`config.mk`:
```
export PLATFORM = sky130hd
export DESIGN_NAME = ccb_top
export DESIGN_NICKNAME = d
export VERILOG_FILES = /design/src/hdl/ccb_pkg.sv /design/src/hdl/ccb_top.sv /design/src/hdl/ccb_smbus_slave.sv
export SDC_FILE = /design/constraint.sdc
export NUM_CORES = 1
export LEC_CHECK = 0
export BUFFER_PORTS_ARGS = -buffer_cell sky130_fd_sc_hd__buf_4
export CAP_MARGIN = 20
export CELL_PAD_IN_SITES_DETAIL_PLACEMENT = 0
export CELL_PAD_IN_SITES_GLOBAL_PLACEMENT = 1
export CORE_MARGIN = 2
export CORE_UTILIZATION = 43
export CTS_CLUSTER_DIAMETER = 50
export DETAILED_ROUTE_END_ITERATION = 10
export GPL_ROUTABILITY_DRIVEN = 0
export PLACE_DENSITY = 0.79
export SLEW_MARGIN = 5
export SYNTH_ARGS = -nofsm -noshare
export SYNTH_HDL_FRONTEND = slang
export SYNTH_HIERARCHICAL = 1
export SYNTH_SLANG_ARGS = --single-unit
```
`constraint.sdc`:
```
create_clock -name core_clk -period 2.8 [get_ports core_clk]
set_input_delay 0.28 -clock core_clk [delete_from_list [all_inputs] [get_ports core_clk]]
set_output_delay 0.28 -clock core_clk [all_outputs]
set_load 0.01 [all_outputs]
```
`src/hdl/ccb_pkg.sv`:
```
// Constants for the charger control configuration bank
// Operation
// - Bits 15:14 pick comparator assertion debounce time
// - Exit option clear keeps learn below minimum
// - Bit 12 enables battery learn, reset off
// - Learn only while battery absent input low
// - Bit 11 enables reverse OTG output, reset off
// - Bit 10 enables audio filter, reset off
// - Bits 9:8 select switching frequency, default 732kHz
// - Bit 6 low enables turbo, gate driven
// - Bit 5 gates monitors only without adapter
// - Bit 4 picks adapter or battery monitor
// - Bit 3 enables system power monitor
// - Bit 2 disables output, stops switching, gate on
// - Bits 1:0 set low system voltage alert
// - Second register 15:14 sets trickle current
// - Two bits jointly choose OTG start delay
package ccb_pkg;
  localparam logic [7:0] CMD_CTL_ONE = 8'h3C;
  localparam logic [7:0] CMD_CTL_TWO = 8'h3D;
  localparam logic [7:0] CMD_CTL_THREE = 8'h4C;
  localparam logic [15:0] CTL_ONE_RST = 16'h0200;
  localparam logic [15:0] CTL_ONE_WMASK = 16'hFF7F;
  localparam logic [15:0] CTL_TWO_RST = 16'h0000;
  localparam logic [15:0] CTL_TWO_WMASK = 16'hE000;
  localparam logic [15:0] CTL_THREE_WMASK = 16'h0001;
  localparam logic [6:0] SMB_ADDR_DEF = 7'h09;
  localparam int B_CMP_DB = 14;
  localparam int B_EXIT = 13;
  localparam int B_LEARN = 12;
  localparam int B_OTG = 11;
  localparam int B_AUDIO = 10;
  localparam int B_FREQ = 8;
  localparam int B_TURBO_DIS = 6;
  localparam int B_MON_DIS = 5;
  localparam int B_MON_SEL = 4;
  localparam int B_SYSTEM_POWER_MONITOR = 3;
  localparam int B_OUT_DIS = 2;
  localparam int B_LOWSYS = 0;
  localparam int B_TRICKLE = 14;
  localparam int B_OTG_DLY = 13;
  localparam int B_OTG_DLY3 = 0;
  localparam longint CLK_PERIOD_NS = 50;
  localparam longint DB_A_NS = 2000;
  localparam longint DB_B_NS = 12000;
  localparam longint DB_C_NS = 2000000;
  localparam longint DB_D_NS = 5000000000;
  localparam longint OTG_A_NS = 1300000000;
  localparam longint OTG_B_NS = 1350000000;
  localparam longint OTG_C_NS = 150000000;
  localparam longint OTG_D_NS = 7500000;
  localparam logic [31:0] DB_A_CYC = 32'((DB_A_NS + CLK_PERIOD_NS - 1) / CLK_PERIOD_NS);
  localparam logic [31:0] DB_B_CYC = 32'((DB_B_NS + CLK_PERIOD_NS - 1) / CLK_PERIOD_NS);
  localparam logic [31:0] DB_C_CYC = 32'((DB_C_NS + CLK_PERIOD_NS - 1) / CLK_PERIOD_NS);
  localparam logic [31:0] DB_D_CYC = 32'((DB_D_NS + CLK_PERIOD_NS - 1) / CLK_PERIOD_NS);
  localparam logic [31:0] OTG_A_CYC = 32'((OTG_A_NS + CLK_PERIOD_NS - 1) / CLK_PERIOD_NS);
  localparam logic [31:0] OTG_B_CYC = 32'((OTG_B_NS + CLK_PERIOD_NS - 1) / CLK_PERIOD_NS);
  localparam logic [31:0] OTG_C_CYC = 32'((OTG_C_NS + CLK_PERIOD_NS - 1) / CLK_PERIOD_NS);
  localparam logic [31:0] OTG_D_CYC = 32'((OTG_D_NS + CLK_PERIOD_NS - 1) / CLK_PERIOD_NS);
  typedef enum {SMB_IDLE, SMB_RX, SMB_ACK, SMB_TX, SMB_RACK} ccb_smb_state_t;
endpackage

```
`src/hdl/ccb_top.sv`:
```
// Charger control configuration bank with its field effects
`timescale 1ns/1ps
module ccb_top #(
  parameter logic [6:0] SMB_ADDR = ccb_pkg::SMB_ADDR_DEF,
  parameter logic [31:0] DB_C_CYCLES = ccb_pkg::DB_C_CYC,
  parameter logic [31:0] DB_D_CYCLES = ccb_pkg::DB_D_CYC,
  parameter logic [31:0] OTG_A_CYCLES = ccb_pkg::OTG_A_CYC,
  parameter logic [31:0] OTG_B_CYCLES = ccb_pkg::OTG_B_CYC,
  parameter logic [31:0] OTG_C_CYCLES = ccb_pkg::OTG_C_CYC,
  parameter logic [31:0] OTG_D_CYCLES = ccb_pkg::OTG_D_CYC
) (
  input wire logic core_clk,
  input wire logic nrst,
  input wire logic scl_in,
  input wire logic sda_in,
  output logic sda_out,
  output logic sda_oe_n,
  input wire logic battery_absent_pin,
  input wire logic adapter_present,
  input wire logic vbat_below_min,
  input wire logic turbo_request,
  input wire logic comparator_raw,
  output logic comparator_out,
  output logic learn_active,
  output logic otg_active,
  output logic audio_filter_en,
  output logic [1:0] switch_freq_sel,
  output logic battery_fet_gate,
  output logic monitors_en,
  output logic monitor_sel_battery,
  output logic system_power_monitor_en,
  output logic system_output_en,
  output logic [1:0] low_system_voltage_alert_sel,
  output logic [1:0] trickle_current_sel
);
  import ccb_pkg::*;
  logic [7:0] cmd;
  logic [15:0] wdata;
  logic [15:0] rdata;
  logic wr_stb;
  logic [15:0] ctl_one_q, ctl_two_q;
  logic ctl_three_q;
  logic [31:0] db_cnt_q, otg_cnt_q;
  logic otg_cmd_q, otg_pend_q;

  ccb_smbus_slave #(
    .ADDR(SMB_ADDR)
  ) u_smb (
    .core_clk(core_clk),
    .nrst(nrst),
    .scl_in(scl_in),
    .sda_in(sda_in),
    .sda_out(sda_out),
    .sda_oe_n(sda_oe_n),
    .cmd(cmd),
    .wdata(wdata),
    .wr_stb(wr_stb),
    .rdata(rdata)
  );

  // Register decode and read mux
  wire hit_one = (cmd == CMD_CTL_ONE);
  wire hit_two = (cmd == CMD_CTL_TWO);
  wire hit_three = (cmd == CMD_CTL_THREE);
  wire [15:0] rd_three = {15'h0000, ctl_three_q};
  assign rdata = hit_one ? ctl_one_q :
                 hit_two ? ctl_two_q :
                 hit_three ? rd_three : 16'h0000;

  // Field views
  wire [1:0] db_sel = ctl_one_q[B_CMP_DB +: 2];
  wire exit_opt = ctl_one_q[B_EXIT];
  wire learn_en = ctl_one_q[B_LEARN];
  wire otg_en = ctl_one_q[B_OTG];
  wire turbo_on = ~ctl_one_q[B_TURBO_DIS];
  wire out_dis = ctl_one_q[B_OUT_DIS];
  wire [1:0] otg_sel = {ctl_two_q[B_OTG_DLY], ctl_three_q};

  wire [31:0] db_limit = (db_sel == 2'b00) ? DB_A_CYC :
                         (db_sel == 2'b01) ? DB_B_CYC :
                         (db_sel == 2'b10) ? DB_C_CYCLES : DB_D_CYCLES;
  wire [31:0] otg_limit = (otg_sel == 2'b00) ? OTG_A_CYCLES :
                          (otg_sel == 2'b01) ? OTG_B_CYCLES :
                          (otg_sel == 2'b10) ? OTG_C_CYCLES : OTG_D_CYCLES;

  // Learn mode needs a battery, and may be dropped below minimum voltage
  wire learn_d = learn_en & ~battery_absent_pin & ~(exit_opt & vbat_below_min);
  // Turbo or a disabled output both force the battery FET gate on
  wire gate_d = out_dis | (turbo_on & turbo_request);
  wire mon_d = adapter_present | ~ctl_one_q[B_MON_DIS];
  wire db_done = (db_cnt_q >= db_limit - 32'h1);
  wire otg_rise = otg_en & ~otg_cmd_q;
  wire otg_done = otg_pend_q & (otg_cnt_q >= otg_limit - 32'h1);

  // Register writes; bit 7 and unheld bits stay zero
  always_ff @(posedge core_clk) begin
    if (!nrst) begin
      ctl_one_q <= CTL_ONE_RST;
      ctl_two_q <= CTL_TWO_RST;
      ctl_three_q <= 1'b0;
    end else if (wr_stb) begin
      if (hit_one) begin
        ctl_one_q <= wdata & CTL_ONE_WMASK;
      end
      if (hit_two) begin
        ctl_two_q <= wdata & CTL_TWO_WMASK;
      end
      if (hit_three) begin
        ctl_three_q <= wdata[B_OTG_DLY3];
      end
    end
  end

  // Comparator assertion debounce; release is immediate
  always_ff @(posedge core_clk) begin
    if (!nrst) begin
      db_cnt_q <= 32'h0;
      comparator_out <= 1'b0;
    end else if (!comparator_raw) begin
      db_cnt_q <= 32'h0;
      comparator_out <= 1'b0;
    end else if (!comparator_out) begin
      db_cnt_q <= db_cnt_q + 32'h1;
      comparator_out <= db_done;
    end
  end

  // OTG start-up delay counted from the enable command
  always_ff @(posedge core_clk) begin
    if (!nrst) begin
      otg_cmd_q <= 1'b0;
      otg_pend_q <= 1'b0;
      otg_cnt_q <= 32'h0;
      otg_active <= 1'b0;
    end else begin
      otg_cmd_q <= otg_en;
      if (!otg_en) begin
        otg_pend_q <= 1'b0;
        otg_active <= 1'b0;
      end else if (otg_rise) begin
        otg_pend_q <= 1'b1;
        otg_cnt_q <= 32'h0;
      end else if (otg_done) begin
        otg_pend_q <= 1'b0;
        otg_active <= 1'b1;
      end else if (otg_pend_q) begin
        otg_cnt_q <= otg_cnt_q + 32'h1;
      end
    end
  end

  // Registered field outputs
  always_ff @(posedge core_clk) begin
    if (!nrst) begin
      learn_active <= 1'b0;
      audio_filter_en <= 1'b0;
      switch_freq_sel <= CTL_ONE_RST[B_FREQ +: 2];
      battery_fet_gate <= 1'b0;
      monitors_en <= 1'b1;
      monitor_sel_battery <= 1'b0;
      system_power_monitor_en <= 1'b0;
      system_output_en <= 1'b1;
      low_system_voltage_alert_sel <= 2'b00;
      trickle_current_sel <= 2'b00;
    end else begin
      learn_active <= learn_d;
      audio_filter_en <= ctl_one_q[B_AUDIO];
      switch_freq_sel <= ctl_one_q[B_FREQ +: 2];
      battery_fet_gate <= gate_d;
      monitors_en <= mon_d;
      monitor_sel_battery <= ctl_one_q[B_MON_SEL];
      system_power_monitor_en <= ctl_one_q[B_SYSTEM_POWER_MONITOR];
      system_output_en <= ~out_dis;
      low_system_voltage_alert_sel <= ctl_one_q[B_LOWSYS +: 2];
      trickle_current_sel <= ctl_two_q[B_TRICKLE +: 2];
    end
  end
endmodule

```
`src/hdl/ccb_smbus_slave.sv`:
```
// Serial management bus word slave for the configuration bank
`timescale 1ns/1ps
module ccb_smbus_slave #(
  parameter logic [6:0] ADDR = ccb_pkg::SMB_ADDR_DEF
) (
  input wire logic core_clk,
  input wire logic nrst,
  input wire logic scl_in,
  input wire logic sda_in,
  output logic sda_out,
  output logic sda_oe_n,
  output logic [7:0] cmd,
  output logic [15:0] wdata,
  output logic wr_stb,
  input wire logic [15:0] rdata
);
  import ccb_pkg::*;
  ccb_smb_state_t st_q;
  logic scl_q, sda_q, rw_q, ack_q, hi_q;
  logic [7:0] sh_q, lo_q;
  logic [3:0] bit_q;
  logic [1:0] byte_q;
  wire rise = scl_in & ~scl_q;
  wire fall = ~scl_in & scl_q;
  wire start = scl_in & scl_q & sda_q & ~sda_in;
  wire stop = scl_in & scl_q & ~sda_q & sda_in;
  wire full = (bit_q == 4'h8);
  wire addr_hit = (sh_q[7:1] == ADDR);
  wire [7:0] tx_byte = hi_q ? rdata[15:8] : rdata[7:0];

  always_ff @(posedge core_clk) begin
    if (!nrst) begin
      st_q <= SMB_IDLE;
      scl_q <= 1'b1;
      sda_q <= 1'b1;
      rw_q <= 1'b0;
      ack_q <= 1'b0;
      hi_q <= 1'b0;
      sh_q <= 8'h00;
      lo_q <= 8'h00;
      bit_q <= 4'h0;
      byte_q <= 2'h0;
      cmd <= 8'h00;
      wdata <= 16'h0000;
      wr_stb <= 1'b0;
      sda_out <= 1'b0;
      sda_oe_n <= 1'b1;
    end else begin
      scl_q <= scl_in;
      sda_q <= sda_in;
      wr_stb <= 1'b0;
      if (start) begin
        st_q <= SMB_RX;
        bit_q <= 4'h0;
        byte_q <= 2'h0;
        sda_oe_n <= 1'b1;
      end else if (stop) begin
        st_q <= SMB_IDLE;
        sda_oe_n <= 1'b1;
      end else begin
        case (st_q)
          SMB_RX: begin
            if (rise && !full) begin
              sh_q <= {sh_q[6:0], sda_in};
              bit_q <= bit_q + 4'h1;
            end else if (fall && full) begin
              bit_q <= 4'h0;
              st_q <= SMB_ACK;
              sda_oe_n <= 1'b0;
              case (byte_q)
                2'h0: begin
                  rw_q <= sh_q[0];
                  hi_q <= 1'b0;
                  if (!addr_hit) begin
                    st_q <= SMB_IDLE;
                    sda_oe_n <= 1'b1;
                  end
                end
                2'h1: cmd <= sh_q;
                2'h2: lo_q <= sh_q;
                default: begin
                  wdata <= {sh_q, lo_q};
                  wr_stb <= 1'b1;
                end
              endcase
              if (byte_q != 2'h3) begin
                byte_q <= byte_q + 2'h1;
              end
            end
          end
          SMB_ACK: begin
            if (fall) begin
              if (rw_q) begin
                st_q <= SMB_TX;
                sh_q <= {tx_byte[6:0], 1'b0};
                sda_oe_n <= tx_byte[7];
                bit_q <= 4'h1;
              end else begin
                st_q <= SMB_RX;
                sda_oe_n <= 1'b1;
              end
            end
          end
          SMB_TX: begin
            if (fall) begin
              if (full) begin
                st_q <= SMB_RACK;
                sda_oe_n <= 1'b1;
              end else begin
                sda_oe_n <= sh_q[7];
                sh_q <= {sh_q[6:0], 1'b0};
                bit_q <= bit_q + 4'h1;
              end
            end
          end
          SMB_RACK: begin
            if (rise) begin
              ack_q <= ~sda_in;
            end else if (fall) begin
              if (ack_q) begin
                // Bytes after the high byte repeat it rather than wrap
                hi_q <= 1'b1;
                st_q <= SMB_TX;
                sh_q <= {rdata[14:8], 1'b0};
                sda_oe_n <= rdata[15];
                bit_q <= 4'h1;
              end else begin
                st_q <= SMB_IDLE;
              end
            end
          end
          default: st_q <= SMB_IDLE;
        endcase
      end
    end
  end
endmodule

```
# == Word level (Yosys, flattened, before mapping) ==
# Index checks and enable logic that the tools add are counted.
# classes
multipliers,0
order_cmp,2
n_shift,0
eq_ne,37
n_div,0
n_mux,69
n_reduce_logical,33
bitwise,33
add_sub_neg,6
# ops
cell,count
32-bit 2-to-1 mux,11
32-bit case mux with 4 select lines,1
24-bit 2-to-1 mux,3
8-bit 2-to-1 mux,9
32-bit by 1-bit adder with 32-bit output (second input constant),2
32-bit by 2-bit == test with 1-bit output (second input constant),2
32-bit greater-or-equal comparator,2
25-bit 2-to-1 mux,2
4-bit 2-to-1 mux,9
32-bit by 1-bit == test with 1-bit output (second input constant),1
32-bit by 3-bit == test with 1-bit output (second input constant),1
16-bit 2-to-1 mux,2
8-bit case mux with 4 select lines,1
25-bit by 1-bit subtractor with 26-bit output (second input constant),1
24-bit by 1-bit subtractor with 25-bit output (second input constant),1
1-bit 2-to-1 mux,24
6-bit AND reduction,4
22-bit 2-to-1 mux,1
4-bit by 1-bit != test with 1-bit output (second input constant),5
1-bit inverter,18
8-bit by 6-bit == test with 1-bit output (second input constant),2
2-bit by 1-bit != test with 1-bit output (second input constant),8
4-bit case mux with 4 select lines,1
7-bit AND reduction,2
other kinds (32),67
# totals
wordCells,214
mem_count,0
input_bits,9
ram_bits,0
register_bits,185
rom_bits,0
output_inout_bits,17
latchBits,0

# == Logic depth before layout (Yosys ltp) ==
# logic_depth
word_depth,9
mapped_depth,12
depth_no_buf,11

# == Modules after synthesis ==
# Netlist, hierarchy kept.
# by_module_without_submodules
module,n_inst,area_each_um2,cells_per_inst,seq_area_each_um2
ccb_top,1,5335.1,623,2001.9
ccb_smbus_slave,1,2797.7,344,1121.1

# == Least setup slack after synthesis ==
# Ideal clock, no wire load.
# synth_timing
kind,flip-flop to flip-flop
startpoint,reg ctl_three_q
endpoint,reg otg_cnt_q[13]
arrival_time_ps,2720
path_buffers,2
required_ps,2668
setup_slack_ps,-52
setup_time_ps,132
path_stages_with_launch,13
synth_period_minus_slack_ps,2852
cell_sequence,dfxtp_1 inv_1 ha_1 inv_1 ha_1 a2111oi_2 nor2_1 a2111oi_4 o2111ai_2 buf_4 buf_4 o41ai_1 a21oi_1
# synth_between
elab_chain_cells,9
elab_cells_between_ends,11
cone_classes,add/sub (1); order compare (1); eq/ne (3); mux (3); bitwise (1); reduce/logical (2)
# synth_lines
item,line_no,rtl
start: declaration,ccb_top.sv:42,logic ctl_three_q;
start signal: assignment,ccb_top.sv:109,ctl_three_q <= wdata[B_OTG_DLY3];
2-bit == test,ccb_top.sv:84,(otg_sel == 2'b10) ? OTG_C_CYCLES : OTG_D_CYCLES;
22-bit 2-to-1 mux,ccb_top.sv:84,
25-bit 2-to-1 mux,ccb_top.sv:83,(otg_sel == 2'b01) ? OTG_B_CYCLES :
25-bit 2-to-1 mux *,ccb_top.sv:82,wire [31:0] otg_limit = (otg_sel == 2'b00) ? OTG_A_CYCLES :
25-bit by 1-bit subtractor with 26-bit output *,ccb_top.sv:93,wire otg_done = otg_pend_q & (otg_cnt_q >= otg_limit - 32'h1);
32-bit greater-or-equal comparator *,ccb_top.sv:93,
1-bit bitwise AND *,ccb_top.sv:93,
2-bit != test (no line) *,--,
3-bit AND reduction (no line) *,--,
end signal: assignment,ccb_top.sv:147,otg_cnt_q <= otg_cnt_q + 32'h1;
end: declaration,ccb_top.sv:43,"logic [31:0] db_cnt_q, otg_cnt_q;"
# Every way passes the cells marked *; elsewhere a longest branch is shown, timed or not.
# A chain may end at the register's enable or synchronous reset.

# == Worst setup path after layout ==
# layout_timing
startpoint,reg ctl_three_q
endpoint,reg otg_cnt_q[11]
# The elaborated chain is that of the path after synthesis.

==> results.md <==
| Quantity | Reported |
|---|---|
| Count of boundary I/O pins | 26 |
| DRC violation count after routing | 0 |
| Antenna violation net count after detailed routing | 0 |
| Count of filler cells inserted in the layout | 1760 |
| Number of antenna violations at the first check in global routing | 0 |
| Share of final-layout standard cells stronger than drive strength 1 | 16.17% |
| Highest ir drop seen on vdd | 0.3084 mV |
| Unrepaired setup endpoints after global routing | yes |
| Clock network latency to the later pin of the worst-skew pair | 0.43 ns |
| Pwr/cell area | 493.9 nW/um^2 |
| Maximum clock skew at final layout | 0.01291 ns |
| Total gr overflow | 0 |
| Fin crit period | 2.847 ns |
| Global-route usage over all layers | 18.88% |
| Synth warn | 6 |
| Total count of hold-check failures in the final report | 0 |
| I/O Buffers | 24 |
| Logic depth of the worst register-to-register path | 11 |
| Final WL | 18.95 mm |
| Die area | 19870 sq um |
| Number of violations reported at the end of detailed-routing iteration 0 | 370 |
| Run status | complete, but fails checks |
| Number of diodes | 0 |
| Post-route clock period utilization | 101.7% |
| Final setup violation count | 7 |
| Placement row count | 50 |
| Height of the chip | 141.0 um |
| Final worst setup slack | -0.04735 ns |
| Final Power | 4.746 mW |
| Max Transition Viols Final | 0 |
| Cell depth of the worst min-delay path | 2 |
| Maximum level of the CTS H-tree | 4 |
| CTS Buf Count | 17 |
| Vias per Instance | 5.548 |
| Maximum number of pins on one net before global-route repair | 44 |
| Cell leakage power | 3.394 nW |
| Post-route worst hold slack | 0.02927 ns |
| Critical Path Source Type | flop |
| Setup crit end kind | flop |
| Global-route wire length before repair | 31.04 mm |
| Total standard cell area after synthesis | 8065 sq um |
| HPWL after DPL | 12.67 mm |
| Starting utilization of the core area | 43.41% |
| Violated checks | negative setup slack |
| CTS max path bufs | 2 |
| Signed area change from the synthesized netlist to the final layout | 19.14% |
| Transition time at the pin with the least slew margin | 0.7636 ns |
| Number of instances in the synthesized netlist | 959 |
| Average instance area after synthesis | 8.410 sq um |
| TritonCTS clock tree | yes |
| Overall die width | 141.0 um |
| Clock sink count | 154 |
| Min-delay worst type | in2reg |
| Maximum fanout count along the critical path | 8 |
| Worst max-slew margin expressed relative to the limit | 49.02% |
| Core area | 18580 sq um |
| Clock-pin slew of the registers on the worst-case setup and hold paths | 0.07 ns |
| Worst Path Required | 3.15 ns |
| Routed wirelength normalized by instance count | 15.18 um |
| Clock root cell | clkbuf_16 |
| Critical path start-end classification | reg2reg |
| Data arrival at the endpoint of the critical path | 3.20 ns |
| Count of vias placed by the detailed router | 6924 |
| Share of the core filled with cells | 51.72% |
| Vias in the first global route | 6325 |
| Maximum capacitance violations | 0 |
| Number of optimization iterations in the first detailed-route pass | 5 |
| Post-layout nets | 1067 |
| Upper clock frequency limit | 351.2 MHz |
==> routing by layer <==
layer | GRT usage, % | routed length [um]
met5 | 0 | 0
met4 | 4.526 | 207
met3 | 4.110 | 641
met2 | 30.83 | 9050
met1 | 25.60 | 9048
==> worst paths after layout <==
path                                     start                to  slack [ns]
worst max-delay path               ctl_three_q     otg_cnt_q[11]       -0.05
worst min-delay path            vbat_below_min      learn_active        0.03
worst max register to register     ctl_three_q     otg_cnt_q[11]       -0.05
worst min register to register    ctl_one_q[2]  system_output_en        0.45
==> cell type report <==
cell class	instances	area (sq um)	area share (%)
clock inverter	15	175.2	1.823
clock buffer	17	425.4	4.427
timing repair buffer	71	609.3	6.341
multi-input combinational	725	4892	50.91
inverter	32	125.1	1.302
tap	234	292.8	3.047
sequential	154	3089	32.15
==> cells in the final DEF (no fill, tap or decap), types with 19 or more instances in the layout <==
| cell type | instances |
|---|---|
| nand3_1 | 55 |
| and2_1 | 25 |
| buf_4 | 61 |
| or3_1 | 21 |
| a21oi_1 | 82 |
| dfxtp_1 | 151 |
| nand4_1 | 20 |
| inv_1 | 28 |
| nand2_1 | 118 |
| clkbuf_16 | 19 |
| ha_1 | 47 |
| nor2_1 | 62 |
==> per-stage QoR <==
stage	area, sq um	cells	TNS, ns	setup slack (ns)
after CTS	9402	1244	0	0.0008729
final	9609	1248	-0.1846	-0.04735
after global placement	8601	1207	-0.2591	-0.03355
after global routing	9609	1248	-1.843	-0.1372
after detailed placement	8601	1207	-1.856	-0.1410
after floorplan	8070	960	0	0.01718
==> report_power, final <==
group | leakage, nW | internal (mW) | switching [mW]
Sequential | 1.24 | 2.21 | 0.0402
Combinational | 1.86 | 0.0827 | 0.128
Clock | 0.294 | 1.20 | 1.08
Total | 3.39 | 3.50 | 1.25
==> flip-flops by register name, summed over array words and instances (netlist names), 2 cells and up <==
name                          flops
db_cnt_q                         32
otg_cnt_q                        32
ctl_one_q                        15
u_smb/wdata                      15
u_smb/cmd                         8
u_smb/sh_q                        8
u_smb/lo_q                        7
u_smb/bit_q                       4
ctl_two_q                         3
u_smb/st_q                        3
low_system_voltage_alert_sel      2
switch_freq_sel                   2
trickle_current_sel               2
u_smb/byte_q                      2
==> timing repair <==
action,in CTS,in global routing
gates resized for setup,24,48
hold endpoints to repair,1,0
hold buffers,1,0
setup buffers,2,6
endpoints found under the setup margin,25,29
pin swaps,14,42
cloned,2,1
==> worst max-delay path, cell delays in order, from the launching register on <==
cell       delay [ns]
dfxtp_2          0.34
inv_4            0.09
ha_4             0.15
inv_4            0.04
ha_4             0.24
a2111oi_4        0.37
nor2_2           0.10
a2111oi_4        0.37
o2111ai_4        0.22
buf_6            0.19
or4_4            0.51
a21oi_2          0.15
No activity file was read; power rests on OpenSTA's default activity.
